**config.mk**
```make
export PLATFORM = sky130hd
export DESIGN_NAME = isct_top
export DESIGN_NICKNAME = d
export VERILOG_FILES = /design/src/isct_pkg.sv /design/src/isct_top.sv
export SDC_FILE = /design/constraint.sdc
export NUM_CORES = 1
export LEC_CHECK = 0
export BUFFER_PORTS_ARGS = -buffer_cell sky130_fd_sc_hd__buf_4
export CAP_MARGIN = 20
export CORE_ASPECT_RATIO = 1.25
export CORE_MARGIN = 8
export CORE_UTILIZATION = 65
export DETAILED_ROUTE_END_ITERATION = 10
export PLACE_DENSITY_LB_ADDON = 0.12
export SETUP_SLACK_MARGIN = 0.4
export SYNTH_ARGS = -nofsm -noshare
export SYNTH_HDL_FRONTEND = slang
export SYNTH_SLANG_ARGS = --single-unit
```
**constraint.sdc**
```tcl
create_clock -name SYS_CLK_I -period 21.3 [get_ports SYS_CLK_I]
set_input_delay 4.26 -clock SYS_CLK_I [delete_from_list [all_inputs] [get_ports SYS_CLK_I]]
set_output_delay 4.26 -clock SYS_CLK_I [all_outputs]
set_load 0.1 [all_outputs]
```
**src/isct_pkg.sv**
```systemverilog
`default_nettype none
// ********************************************************
// register map and field layout
// ********************************************************
package isct_pkg;
  localparam logic [7:0] CTRL_OFS = 8'h0C;
  localparam logic [7:0] TIMING_OFS = 8'h0D;
  localparam logic [7:0] TIMEOUT_OFS = 8'h0E;
  localparam logic [7:0] TXDATA_OFS = 8'h10;
  localparam logic [7:0] STATE_OFS = 8'h11;
  localparam logic [7:0] INT_STAT_OFS = 8'h12;
  localparam logic [7:0] INT_MASK_OFS = 8'h13;

  localparam int CTRL_EN = 0;
  localparam int CTRL_MST = 1;
  localparam int CTRL_STRS = 4;
  localparam int CTRL_START = 6;
  localparam int CTRL_STOP = 7;
  localparam int CTRL_GCEN = 8;
  localparam int CTRL_STREN = 9;
  localparam int CTRL_ABORT = 15;

  localparam int ST_BUSY = 0;
  localparam int ST_ACK = 1;
  localparam int ST_TXPEND = 2;
  localparam int ST_SCL = 3;
  localparam int ST_SDA = 4;

  localparam int INT_START = 0;
  localparam int INT_STOP = 1;
  localparam int INT_TIMEOUT = 2;
  localparam int INT_GCALL = 3;
  localparam int INT_STRETCH = 4;
  localparam int INT_W = 5;

  // ********************************************************
  // reset values and counts
  // ********************************************************
  localparam logic [15:0] TIMING_RESET = 16'h0204;
  localparam logic [7:0] TIMEOUT_RESET = 8'h00;
  localparam logic [7:0] LOW_MIN = 8'h04;
  localparam logic [7:0] HIGH_MIN = 8'h02;
  localparam logic [7:0] GCALL_ADDR = 8'h00;
  localparam logic [3:0] STRETCH_AT_8 = 4'h8;
  localparam logic [3:0] STRETCH_AT_9 = 4'h9;
  localparam logic [3:0] LAST_DATA_BIT = 4'h7;
  localparam logic [3:0] ACK_BIT = 4'h8;
endpackage
`default_nettype wire

```
**src/isct_top.sv**
```systemverilog
`timescale 1ns/100ps
`default_nettype none
module isct_top #(
  parameter int ADDR_W = 8
) (
  input wire logic SYS_CLK_I,
  input wire logic RST_I,
  input wire logic [ADDR_W-1:0] ADDR_I,
  input wire logic [15:0] WDATA_I,
  input wire logic WR_I,
  input wire logic RD_I,
  output logic [15:0] RDATA_O,
  input wire logic SCL_I,
  output logic SCL_O,
  output logic SCL_OE_O,
  input wire logic SDA_I,
  output logic SDA_O,
  output logic SDA_OE_O,
  output logic IRQ_O
);
  typedef enum logic [2:0] {
    M_IDLE,
    M_START,
    M_HOLD,
    M_LOW,
    M_HIGH,
    M_STOP_LOW,
    M_STOP_HIGH,
    M_STOP_END
  } isct_mstate_t;

  if (ADDR_W < 5 || ADDR_W > 16)
  begin : g_bad_addr
    $error("ADDR_W must lie between 5 and 16");
  end

  // ********************************************************
  // helpers
  // ********************************************************
  function automatic logic hit(input logic [7:0] ofs);
    return ADDR_I == ADDR_W'(ofs);
  endfunction

  function automatic logic [7:0] at_least(input logic [7:0] v, input logic [7:0] floor_v);
    return (v < floor_v) ? floor_v : v;
  endfunction

  localparam int INT_W_L = isct_pkg::INT_W;

  logic scl_meta, scl_sync, scl_prev;
  logic sda_meta, sda_sync, sda_prev;
  logic ctl_enable, ctl_master, ctl_strs, ctl_start, ctl_stop;
  logic ctl_gcen, ctl_stren, ctl_abort;
  logic next_enable, next_master;
  logic [15:0] timing;
  logic [7:0] to_limit;
  logic [7:0] tx_data;
  logic tx_pending;
  logic [INT_W_L-1:0] int_status;
  logic [INT_W_L-1:0] int_mask;
  logic [INT_W_L-1:0] events;
  logic [15:0] next_rdata;
  isct_mstate_t m_state;
  logic [7:0] m_cnt;
  logic [3:0] m_bit;
  logic [7:0] m_shift;
  logic m_scl_low, m_sda_low, last_ack;
  logic bus_busy, busy;
  logic s_active, s_ack, s_hold;
  logic [3:0] s_cnt;
  logic [3:0] s_fall_no;
  logic [7:0] s_shift;
  logic [18:0] to_cnt;
  logic [18:0] to_span;
  logic [7:0] lo_eff, hi_eff;
  logic ctrl_wr, slave_on;
  logic scl_rise, scl_fall, bus_start, bus_stop;
  logic m_start_done, m_stop_done, to_expire, gc_ev, stretch_ev;
  logic [3:0] stretch_at;

  // ********************************************************
  // pin synchronisers and bus conditions
  // ********************************************************
  always_ff @(posedge SYS_CLK_I)
  begin
    if (RST_I)
    begin
      scl_meta <= 1'b1;
      scl_sync <= 1'b1;
      scl_prev <= 1'b1;
      sda_meta <= 1'b1;
      sda_sync <= 1'b1;
      sda_prev <= 1'b1;
    end
    else
    begin
      scl_meta <= SCL_I;
      scl_sync <= scl_meta;
      scl_prev <= scl_sync;
      sda_meta <= SDA_I;
      sda_sync <= sda_meta;
      sda_prev <= sda_sync;
    end
  end

  assign scl_rise = scl_sync && !scl_prev;
  assign scl_fall = !scl_sync && scl_prev;
  assign bus_start = scl_sync && scl_prev && sda_prev && !sda_sync;
  assign bus_stop = scl_sync && scl_prev && !sda_prev && sda_sync;

  // ********************************************************
  // control register
  // ********************************************************
  assign ctrl_wr = WR_I && hit(isct_pkg::CTRL_OFS);
  assign busy = bus_busy || (m_state != M_IDLE);
  assign slave_on = ctl_enable && !ctl_master && !ctl_abort;

  always_comb
  begin
    next_enable = ctl_enable;
    next_master = ctl_master;
    // enable stays writable during a transfer only to back out of an abort
    if (ctrl_wr && (!busy || ctl_abort))
    begin
      next_enable = WDATA_I[isct_pkg::CTRL_EN];
    end
    if (ctrl_wr && !busy)
    begin
      next_master = WDATA_I[isct_pkg::CTRL_MST];
    end
  end

  always_ff @(posedge SYS_CLK_I)
  begin
    if (RST_I)
    begin
      ctl_enable <= 1'b0;
      ctl_master <= 1'b0;
      ctl_strs <= 1'b0;
      ctl_gcen <= 1'b0;
      ctl_stren <= 1'b0;
    end
    else
    begin
      ctl_enable <= next_enable;
      ctl_master <= next_master;
      if (ctrl_wr)
      begin
        ctl_strs <= WDATA_I[isct_pkg::CTRL_STRS];
        ctl_gcen <= WDATA_I[isct_pkg::CTRL_GCEN];
        ctl_stren <= WDATA_I[isct_pkg::CTRL_STREN];
      end
    end
  end

  always_ff @(posedge SYS_CLK_I)
  begin
    if (RST_I)
    begin
      ctl_abort <= 1'b0;
    end
    else if (ctrl_wr && WDATA_I[isct_pkg::CTRL_ABORT])
    begin
      ctl_abort <= 1'b1;
    end
    else if (ctl_abort || !ctl_enable)
    begin
      // the abort itself completes in one cycle
      ctl_abort <= 1'b0;
    end
  end

  always_ff @(posedge SYS_CLK_I)
  begin
    if (RST_I)
    begin
      ctl_start <= 1'b0;
    end
    else if (!next_enable || !next_master || ctl_abort)
    begin
      ctl_start <= 1'b0;
    end
    else if (ctrl_wr && WDATA_I[isct_pkg::CTRL_START] && WDATA_I[isct_pkg::CTRL_STOP])
    begin
      ctl_start <= 1'b0;
    end
    else if (ctrl_wr && WDATA_I[isct_pkg::CTRL_START] && !ctl_stop)
    begin
      ctl_start <= 1'b1;
    end
    else if (m_start_done)
    begin
      ctl_start <= 1'b0;
    end
  end

  always_ff @(posedge SYS_CLK_I)
  begin
    if (RST_I)
    begin
      ctl_stop <= 1'b0;
    end
    else if (!next_enable || !next_master || ctl_abort)
    begin
      ctl_stop <= 1'b0;
    end
    else if (ctrl_wr && WDATA_I[isct_pkg::CTRL_START] && WDATA_I[isct_pkg::CTRL_STOP])
    begin
      ctl_stop <= 1'b0;
    end
    else if (ctrl_wr && WDATA_I[isct_pkg::CTRL_STOP] && !ctl_start)
    begin
      ctl_stop <= 1'b1;
    end
    else if (m_stop_done || to_expire)
    begin
      ctl_stop <= 1'b0;
    end
  end

  // ********************************************************
  // timing, timeout and transmit registers
  // ********************************************************
  always_ff @(posedge SYS_CLK_I)
  begin
    if (RST_I)
    begin
      timing <= isct_pkg::TIMING_RESET;
    end
    else if (WR_I && hit(isct_pkg::TIMING_OFS) && !busy)
    begin
      timing <= WDATA_I;
    end
  end

  assign lo_eff = at_least(timing[7:0], isct_pkg::LOW_MIN);
  assign hi_eff = at_least(timing[15:8], isct_pkg::HIGH_MIN);

  always_ff @(posedge SYS_CLK_I)
  begin
    if (RST_I)
    begin
      to_limit <= isct_pkg::TIMEOUT_RESET;
      tx_data <= 8'h00;
    end
    else
    begin
      if (WR_I && hit(isct_pkg::TIMEOUT_OFS))
      begin
        to_limit <= WDATA_I[7:0];
      end
      if (WR_I && hit(isct_pkg::TXDATA_OFS) && !tx_pending)
      begin
        tx_data <= WDATA_I[7:0];
      end
    end
  end

  always_ff @(posedge SYS_CLK_I)
  begin
    if (RST_I)
    begin
      tx_pending <= 1'b0;
    end
    else if (!ctl_enable || ctl_abort)
    begin
      tx_pending <= 1'b0;
    end
    else if (WR_I && hit(isct_pkg::TXDATA_OFS))
    begin
      tx_pending <= 1'b1;
    end
    else if (m_state == M_HOLD && !ctl_stop)
    begin
      tx_pending <= 1'b0;
    end
  end

  // ********************************************************
  // stop timeout, counted in bit periods
  // ********************************************************
  // widened before the product so no carry is lost
  assign to_span = ({11'h000, to_limit} + 19'h00001)
    * ({11'h000, lo_eff} + {11'h000, hi_eff} + 19'h00002);
  assign to_expire = ctl_stop && ctl_master && (to_limit != 8'h00) && (to_cnt >= to_span);

  always_ff @(posedge SYS_CLK_I)
  begin
    if (RST_I)
    begin
      to_cnt <= 19'h00000;
    end
    else if (!ctl_stop || scl_fall || to_expire)
    begin
      to_cnt <= 19'h00000;
    end
    else if (to_limit != 8'h00)
    begin
      to_cnt <= to_cnt + 19'h00001;
    end
  end

  // ********************************************************
  // master clock and condition generator
  // ********************************************************
  assign m_start_done = (m_state == M_START) && (m_cnt == 8'h00);
  assign m_stop_done = ((m_state == M_STOP_END) && (m_cnt == 8'h00))
    || ((m_state == M_IDLE) && ctl_stop);

  always_ff @(posedge SYS_CLK_I)
  begin
    if (RST_I)
    begin
      m_state <= M_IDLE;
      m_cnt <= 8'h00;
      m_bit <= 4'h0;
      m_shift <= 8'h00;
      m_scl_low <= 1'b0;
      m_sda_low <= 1'b0;
      last_ack <= 1'b1;
    end
    else if (!ctl_enable || ctl_abort || to_expire)
    begin
      // release both lines at once; the bus is left as it stands
      m_state <= M_IDLE;
      m_scl_low <= 1'b0;
      m_sda_low <= 1'b0;
    end
    else
    begin
      case (m_state)
        M_IDLE:
        begin
          if (ctl_master && ctl_start && !bus_busy)
          begin
            m_sda_low <= 1'b1;
            m_cnt <= hi_eff;
            m_state <= M_START;
          end
        end
        M_START:
        begin
          m_cnt <= m_cnt - 8'h01;
          if (m_cnt == 8'h00)
          begin
            m_scl_low <= 1'b1;
            m_state <= M_HOLD;
          end
        end
        M_HOLD:
        begin
          if (ctl_stop)
          begin
            m_sda_low <= 1'b1;
            m_cnt <= lo_eff;
            m_state <= M_STOP_LOW;
          end
          else if (tx_pending)
          begin
            m_shift <= tx_data;
            m_sda_low <= !tx_data[7];
            m_bit <= 4'h0;
            m_cnt <= lo_eff;
            m_state <= M_LOW;
          end
        end
        M_LOW:
        begin
          m_cnt <= m_cnt - 8'h01;
          if (m_cnt == 8'h00)
          begin
            m_scl_low <= 1'b0;
            m_cnt <= hi_eff;
            m_state <= M_HIGH;
          end
        end
        M_HIGH:
        begin
          // a slave holding SCL low delays the high count
          if (scl_sync)
          begin
            m_cnt <= m_cnt - 8'h01;
            if (m_cnt == 8'h00)
            begin
              m_scl_low <= 1'b1;
              m_cnt <= lo_eff;
              if (m_bit == isct_pkg::ACK_BIT)
              begin
                last_ack <= sda_sync;
                m_sda_low <= 1'b0;
                m_state <= M_HOLD;
              end
              else
              begin
                m_bit <= m_bit + 4'h1;
                m_shift <= {m_shift[6:0], 1'b0};
                m_sda_low <= (m_bit == isct_pkg::LAST_DATA_BIT) ? 1'b0 : !m_shift[6];
                m_state <= M_LOW;
              end
            end
          end
        end
        M_STOP_LOW:
        begin
          m_cnt <= m_cnt - 8'h01;
          if (m_cnt == 8'h00)
          begin
            m_scl_low <= 1'b0;
            m_cnt <= hi_eff;
            m_state <= M_STOP_HIGH;
          end
        end
        M_STOP_HIGH:
        begin
          if (scl_sync)
          begin
            m_cnt <= m_cnt - 8'h01;
            if (m_cnt == 8'h00)
            begin
              m_sda_low <= 1'b0;
              m_cnt <= hi_eff;
              m_state <= M_STOP_END;
            end
          end
        end
        M_STOP_END:
        begin
          m_cnt <= m_cnt - 8'h01;
          if (m_cnt == 8'h00)
          begin
            m_state <= M_IDLE;
          end
        end
        default:
        begin
          m_state <= M_IDLE;
        end
      endcase
    end
  end

  // ********************************************************
  // bus watch, general call and stretching as slave
  // ********************************************************
  assign s_fall_no = s_cnt + 4'h1;
  assign stretch_at = ctl_strs ? isct_pkg::STRETCH_AT_8 : isct_pkg::STRETCH_AT_9;
  assign gc_ev = slave_on && s_active && scl_fall && ctl_gcen
    && (s_fall_no == isct_pkg::ACK_BIT) && (s_shift == isct_pkg::GCALL_ADDR);
  assign stretch_ev = slave_on && s_active && scl_fall && ctl_stren
    && (s_fall_no == stretch_at);

  always_ff @(posedge SYS_CLK_I)
  begin
    if (RST_I)
    begin
      bus_busy <= 1'b0;
    end
    else if (!ctl_enable || ctl_abort || bus_stop)
    begin
      bus_busy <= 1'b0;
    end
    else if (bus_start)
    begin
      bus_busy <= 1'b1;
    end
  end

  always_ff @(posedge SYS_CLK_I)
  begin
    if (RST_I)
    begin
      s_active <= 1'b0;
      s_cnt <= 4'h0;
      s_shift <= 8'h00;
      s_ack <= 1'b0;
    end
    else if (!slave_on || bus_stop)
    begin
      s_active <= 1'b0;
      s_ack <= 1'b0;
    end
    else if (bus_start)
    begin
      s_active <= 1'b1;
      // the start's own scl fall brings the count to zero
      s_cnt <= '1;
      s_ack <= 1'b0;
    end
    else if (s_active && scl_rise && (s_cnt <= isct_pkg::LAST_DATA_BIT))
    begin
      s_shift <= {s_shift[6:0], sda_sync};
    end
    else if (s_active && scl_fall)
    begin
      s_cnt <= s_fall_no;
      if (gc_ev)
      begin
        s_ack <= 1'b1;
      end
      if (s_fall_no == isct_pkg::STRETCH_AT_9)
      begin
        // only the address byte is watched here
        s_ack <= 1'b0;
        s_active <= 1'b0;
      end
    end
  end

  always_ff @(posedge SYS_CLK_I)
  begin
    if (RST_I)
    begin
      s_hold <= 1'b0;
    end
    else if (!slave_on)
    begin
      s_hold <= 1'b0;
    end
    else if (stretch_ev)
    begin
      s_hold <= 1'b1;
    end
    else if (!int_status[isct_pkg::INT_STRETCH])
    begin
      s_hold <= 1'b0;
    end
  end

  // ********************************************************
  // interrupts
  // ********************************************************
  always_comb
  begin
    events = '0;
    events[isct_pkg::INT_START] = m_start_done;
    events[isct_pkg::INT_STOP] = m_stop_done;
    events[isct_pkg::INT_TIMEOUT] = to_expire;
    events[isct_pkg::INT_GCALL] = gc_ev;
    events[isct_pkg::INT_STRETCH] = stretch_ev;
  end

  always_ff @(posedge SYS_CLK_I)
  begin
    if (RST_I)
    begin
      int_status <= '0;
      int_mask <= '0;
    end
    else
    begin
      // a new event wins over a clear in the same cycle
      if (WR_I && hit(isct_pkg::INT_STAT_OFS))
      begin
        int_status <= (int_status & ~WDATA_I[INT_W_L-1:0]) | events;
      end
      else
      begin
        int_status <= int_status | events;
      end
      if (WR_I && hit(isct_pkg::INT_MASK_OFS))
      begin
        int_mask <= WDATA_I[INT_W_L-1:0];
      end
    end
  end

  // ********************************************************
  // read port
  // ********************************************************
  always_comb
  begin
    next_rdata = 16'h0000;
    if (hit(isct_pkg::CTRL_OFS))
    begin
      // bits 14:10 stay zero
      next_rdata[isct_pkg::CTRL_EN] = ctl_enable;
      next_rdata[isct_pkg::CTRL_MST] = ctl_master;
      next_rdata[isct_pkg::CTRL_STRS] = ctl_strs;
      next_rdata[isct_pkg::CTRL_START] = ctl_start;
      next_rdata[isct_pkg::CTRL_STOP] = ctl_stop;
      next_rdata[isct_pkg::CTRL_GCEN] = ctl_gcen;
      next_rdata[isct_pkg::CTRL_STREN] = ctl_stren;
      next_rdata[isct_pkg::CTRL_ABORT] = ctl_abort;
    end
    else if (hit(isct_pkg::TIMING_OFS))
    begin
      next_rdata = timing;
    end
    else if (hit(isct_pkg::TIMEOUT_OFS))
    begin
      next_rdata[7:0] = to_limit;
    end
    else if (hit(isct_pkg::TXDATA_OFS))
    begin
      next_rdata[7:0] = tx_data;
    end
    else if (hit(isct_pkg::STATE_OFS))
    begin
      next_rdata[isct_pkg::ST_BUSY] = busy;
      next_rdata[isct_pkg::ST_ACK] = last_ack;
      next_rdata[isct_pkg::ST_TXPEND] = tx_pending;
      next_rdata[isct_pkg::ST_SCL] = scl_sync;
      next_rdata[isct_pkg::ST_SDA] = sda_sync;
    end
    else if (hit(isct_pkg::INT_STAT_OFS))
    begin
      next_rdata[INT_W_L-1:0] = int_status;
    end
    else if (hit(isct_pkg::INT_MASK_OFS))
    begin
      next_rdata[INT_W_L-1:0] = int_mask;
    end
  end

  always_ff @(posedge SYS_CLK_I)
  begin
    if (RST_I)
    begin
      RDATA_O <= 16'h0000;
    end
    else
    begin
      RDATA_O <= RD_I ? next_rdata : 16'h0000;
    end
  end

  assign IRQ_O = |(int_status & int_mask);
  assign SCL_O = 1'b0;
  assign SDA_O = 1'b0;
  assign SCL_OE_O = m_scl_low || s_hold;
  assign SDA_OE_O = m_sda_low || s_ack;
endmodule
`default_nettype wire

```
==> results of run 1 <==
==> state kept, by name (all words and copies together) (netlist names), 3 cells and up <==
| signal | count |
|---|---|
| RDATA_O | 16 |
| s_shift | 8 |
| s_cnt | 4 |
| m_state | 3 |
| m_bit | 4 |
| int_mask | 5 |
| timing | 16 |
| tx_data | 8 |
| m_cnt | 8 |
| to_limit | 8 |
| m_shift | 7 |
| int_status | 5 |
| to_cnt | 19 |
==> layer usage <==
layer	part of all wire, %	vias to the layer above	global-route usage (%)	wire [um]
li1	-	4109	-	-
met1	37	4115	29.6	9940
met2	51	395	49.7	13700
met3	6.3	130	4.95	1690
met4	6.1	0	18.7	1640
met5	0	-	0	0
==> cell type report <==
type	instances	share of cell area, %
inverters	97	3.33
well taps	182	2.08
clock buffers	18	4.02
multi-input cells	909	61.1
clock inverters	14	1.37
flip-flops and latches	133	24.4
repair buffers	54	3.71
==> cells by family (layout without fill, tap and decap cells) <==
kind of cell,Yosys count,after routing
adder cells (fa/ha/maj),139,139
multiplexers,39,39
other,1,2
AND/OR/NAND/NOR,451,451
flip-flops,133,133
buffers and inverters,149,183
XOR/XNOR,51,51
AO/OA/AOI/OAI,227,227
==> power breakdown <==
part	leakage, nW	switching [W]	internal [W]
sequential	1.07	0.000000803	0.000249
clock	0.283	0.000115	0.000176
combinational	3.38	0.0000117	0.00000628
total	4.74	0.000128	0.000432
==> placed cells by master, fill, tap and decap left out, types with 4 or more instances in the layout <==
master / instances
o21ai_0: 35
and3_1: 18
ha_1: 81
nand3_1: 31
xnor2_1: 25
and2_1: 10
fa_1: 58
nand2b_1: 18
a22oi_1: 9
nand4_1: 12
xor2_1: 26
a21oi_1: 92
nor2b_1: 18
a31oi_1: 13
a21boi_0: 5
inv_1: 97
nor2_1: 149
a21o_1: 7
a311oi_1: 11
buf_4: 54
or2_2: 23
clkbuf_16: 17
nor4_1: 5
nor3b_1: 7
mux4_2: 4
a222oi_1: 4
a211oi_1: 12
mux2i_1: 34
o21a_1: 7
nand2_1: 124
dfxtp_1: 133
nor3_1: 11
==> through the flow <==
stage	instances	cell area (um2)	setup WS, ns	power (W)	hold slack, ns
floorplan	1191	9990	13.26	0.000265	0.389
global placement	1375	10300	12.55	0.000273	0.391
detailed placement	1375	10300	12.30	0.000273	0.398
CTS	1407	10900	12.25	0.000561	0.413
global route	1407	10900	11.45	0.000573	0.429
finish	1407	10900	12.19	0.000559	0.410
==> final timing paths <==
check	to	slack (ns)	depth (start not counted)
max	to_cnt[17]	12.19	37
min reg2reg	sda_sync	0.41	1
max reg2reg	to_cnt[17]	12.19	37
min	sda_sync	0.41	1
==> worst max-delay path: cells and delay by family, from the launching register on <==
kind / cells / cell delay (ns)
compound gates: 13 / 2.58
xor+xnor: 2 / 0.39
fa+ha+maj: 9 / 3.59
buf+inv: 4 / 0.24
flops: 1 / 0.36
simple gates: 9 / 1.78
==> metrics, run 1 <==
crit share post-route=a little over two fifths; Util after Layout=72.8%; post-synthesis sequential area ratio=a little over a quarter; vias in the first global route=slightly below 9000; largest net degree at the start of global routing=87; most frequent CP cell=o21ai_0; share of cells above drive strength 1=between 10% and 20%; mean routed wirelength per cell=roughly 19 um; Post-CTS Repair Setup Buffers=0; Arr. time, crit path=between 9 and 10 ns; Mapped Area=around 10000 um2; CTS clk-pin slew, worst paths=0.06 ns; TritonCTS buffer count=17; CP Class=flop to flop; CTS tree=done; Hold Path Class=flop to flop; Post-synth top cells=nor2_1, dfxtp_1, nand2_1; first-pass GRT wire length=roughly 44000 um; TNS Setup=0 ns; # IOs=51; pwr dens=a little over 50 nW/um2; grt ovf=0; FFs w/ async S/R, synth=0%; register bit total from synthesis=around 130; # rows=50; R2R Path Start=timing[3]; top-count cell post-synth=nor2_1; H-tree depth=4; multiplexer share of the synthesized area=~4.4%; mean cell area of the mapped netlist=~8.4 um2; top cell type's share of synthesized area=between 20% and 30%; Layout Nets=around 1400; Core Area=15000 um2; TritonRoute pass-1 iters=8; Crit. End Element=flop; # port buffers=48; Starting Density=about two thirds; largest family of logic cells by synthesized area=adder cells; EDFF count, synth=0; Req. time, crit path=approximately 22 ns; simple-gate portion of the synthesized area=approximately 22%; clock buffer depth=2; HPWL Detailed=20200 um; diodes inserted=0; Leak=approximately 4.7 nW; initial antenna violation count=0; cts hold-fix bufs=0; Tmin final=around 9.1 ns; max-slew violation count=0; CP peak stage delay=0.54 ns; clock root cell=clkbuf_16; final setup vio count=0; compound-gate portion of the synthesized area=between 10 and 15%; dominant synthesized flop cell=dfxtp_1; vias=a little under 9000; pin slew with the least headroom to its limit=between 0.9 and 1 ns; VDD IR-drop max=between 0.07 and 0.08 mV; cell taking the most area after synthesis=dfxtp_1; die area=between 15000 and 20000 um2; slowest CP cell=fa_1; Fin. Hold Viols=0; DR vias/cell=roughly 6.2; FILL cells=1205; Syn Inst Count=around 1200; worst skew pair latency=~0.42 ns; GRT Overall Usage=between 20% and 30%; Die Y=between 150 and 200 um; max_cap viols=0; min-delay src=sda_meta; Netlist cell types=75; post-route ant nets=0; Synth area leaders=dfxtp_1, fa_1, ha_1; routability cong.=about 0.97; status=complete, no violations; FMAX=approximately 110 MHz; DR iter-0 viols=801; RSZ-0062 raised after global routing=false; synth warn=0; Area Growth Syn to Fin=9.51%; Synth Area in XOR/XNOR=around 4.5%; sequential cell area=about 2700 um2; CP startpoint kind=flop; Critical path origin=timing[3]; area of the multi-input gates=6680 um2; PostCTS Resize Cnt=0; Adder-Cell Fraction of Synth Area=roughly 22%; drt total wl=between 20000 and 30000 um; Die Wd=between 100 and 150 um; DRC viols=0; Final Skew=0.00819 ns; crit-path max FO=19; CTS sink count=133; relative slew slack=about 33%
Power figures use the tool's default switching activity.
==> run 2, diff against run 1 <==
Settings changed: CORE_UTILIZATION 65 to 63.
Clock period 21.3 ns to 8.5 ns, I/O delays scaled along.
==> run 2 against run 1 <==
Global-route usage increased by 0.29 points. Utilization increased by 3.9 points. Setup slack lost 12 ns. Maximum frequency grew 11%. Flip-flop and latch count unchanged.
==> metrics, run 2 (synthesis gave the netlist of run 1 again) <==
fin worst setup slack=0.265 ns; Layout Nets=1433; # IOs=just over 50; die area=roughly 20000 um2; share of cells above drive strength 1=between 20 and 25%; largest net degree at the start of global routing=88; grt ovf=0; vias in the first global route=about 9000; drt total wl=roughly 29000 um; final setup vio count=0; worst skew pair latency=~0.43 ns; Area Growth Syn to Fin=19.6%; # port buffers=between 40 and 50; initial antenna violation count=0; VDD IR-drop max=0.163 mV; clock buffer depth=2; crit share post-route=a little over nine tenths; max-slew violation count=0; pin slew with the least headroom to its limit=1.18 ns; status=complete, no violations; pwr dens=approximately 120 nW/um2; Core Area=between 15000 and 20000 um2; Hold Path Class=flop to flop; Arr. time, crit path=between 8 and 9 ns; CP startpoint kind=flop; TritonRoute pass-1 iters=5; RSZ-0062 raised after global routing=true; Tmin final=between 8 and 9 ns; vias=approximately 9200; H-tree depth=4; FILL cells=between 1000 and 1500; DRC viols=0; Crit. End Element=flop; setup slack at placement=-0.155 ns; Fin. Hold Viols=0; DR vias/cell=between 6 and 7; Largest Register=to_cnt; first-pass GRT wire length=between 40000 and 50000 um; mean routed wirelength per cell=just under 20 um; Largest register FFs=19; Leak=between 5 and 6 nW; Die Y=between 150 and 200 um; post-route ant nets=0; max_cap viols=0; FMAX=about 120 MHz; post-placement cell area=approximately 11000 um2; DR iter-0 viols=830; critical path's top delay family=adder cells; crit-path max FO=5; most common cell after layout, fill and taps aside=nor2_1; CP Class=flop to flop; Req. time, crit path=just under 9 ns; CTS clk-pin slew, worst paths=approximately 0.07 ns; clock root cell=clkbuf_16; GRT Overall Usage=28.2%; Final Skew=between 0.01 and 0.015 ns; most frequent cells in the layout=nor2_1, dfxtp_1, nand2_1; TNS Setup=0 ns; Starting Density=64.1%; CTS sink count=between 100 and 150; Die Wd=129 um; final non-filler cell area=between 10000 and 15000 um2; CP peak stage delay=just under 0.6 ns; # rows=51; slowest CP cell=fa_1; Worst Path Buf+Inv=3; largest registers=to_cnt (19), RDATA_O (16), timing (16); relative slew slack=between 20% and 30%; TritonCTS buffer count=17; CTS tree=done; diodes inserted=0; routability cong.=a little over 0.9; HPWL Detailed=between 20000 and 25000 um; Util after Layout=about three quarters
==> run 2: cell count changes in the layout (fill, tap and decap cells not counted), sizes merged <==
cell / before / now
buf: 54 / 104
and3: 18 / 19
inv: 100 / 105
bufinv: 2 / 1
clkinvlp: 3 / 2
clkinv: 6 / 4
==> run 2: path summary, 6_finish.rpt <==
check        slack (ns)  cells past startpoint       start       end
min                0.41                      1    scl_meta  scl_sync
max reg2reg        0.26                     34  timing[11]  m_bit[2]
min reg2reg        0.41                      1    scl_meta  scl_sync
max                0.26                     34  timing[11]  m_bit[2]
==> run 2: repair_timing <==
item,CTS,global route
hold buffers,0,0
setup buffers,9,19
pin swaps,21,80
endpoints found under the setup margin,46,46
resized for setup,39,85
gates cloned,1,3
==> run 2: worst reg2reg max path, delay by kind of cell, from the launching register on <==
family	cells	cell delay, ns
adders and majority gates	8	2.98
AOI/OAI and AO/OA	14	2.60
and+or+nand+nor	7	1.68
DFF	1	0.34
xor gates and xnor gates	2	0.31
buffers and inverters	3	0.28
==> run 2: final cells by class <==
cell class              instances  area (um2)  share of cell area (%)
multi-input cells             910        7230                    60.5
flip-flops and latches        133        2670                    22.3
repair buffers                105         828                    6.94
clock buffers                  17         425                    3.56
inverters                      97         367                    3.07
well taps                     212         265                    2.22
clock inverters                15         163                    1.36
==> run 2: layer usage <==
metal	vias up	GRT usage (%)	share of wire [%]
met5	-	0	0
met4	0	19.7	7.0
met3	156	4.94	6.1
met2	429	50.2	51
met1	4388	29.6	36
li1	4214	-	-
==> run 2: where the power goes <==
part | internal [W] | switching, W | total (W)
combinational | 0.0000159 | 0.0000301 | 0.0000460
sequential | 0.000624 | 0.00000199 | 0.000626
clock | 0.000416 | 0.000324 | 0.000740
total | 0.00106 | 0.000356 | 0.00141
==> run 2: metrics by stage <==
stage                     hold slack [ns]  instances  power, W
after floorplan                     0.389       1191  0.000663
after global placement              0.391       1424  0.000684
after detailed placement            0.398       1424  0.000684
after CTS                           0.415       1466   0.00141
after global routing                0.439       1489   0.00145
final                               0.408       1489   0.00141
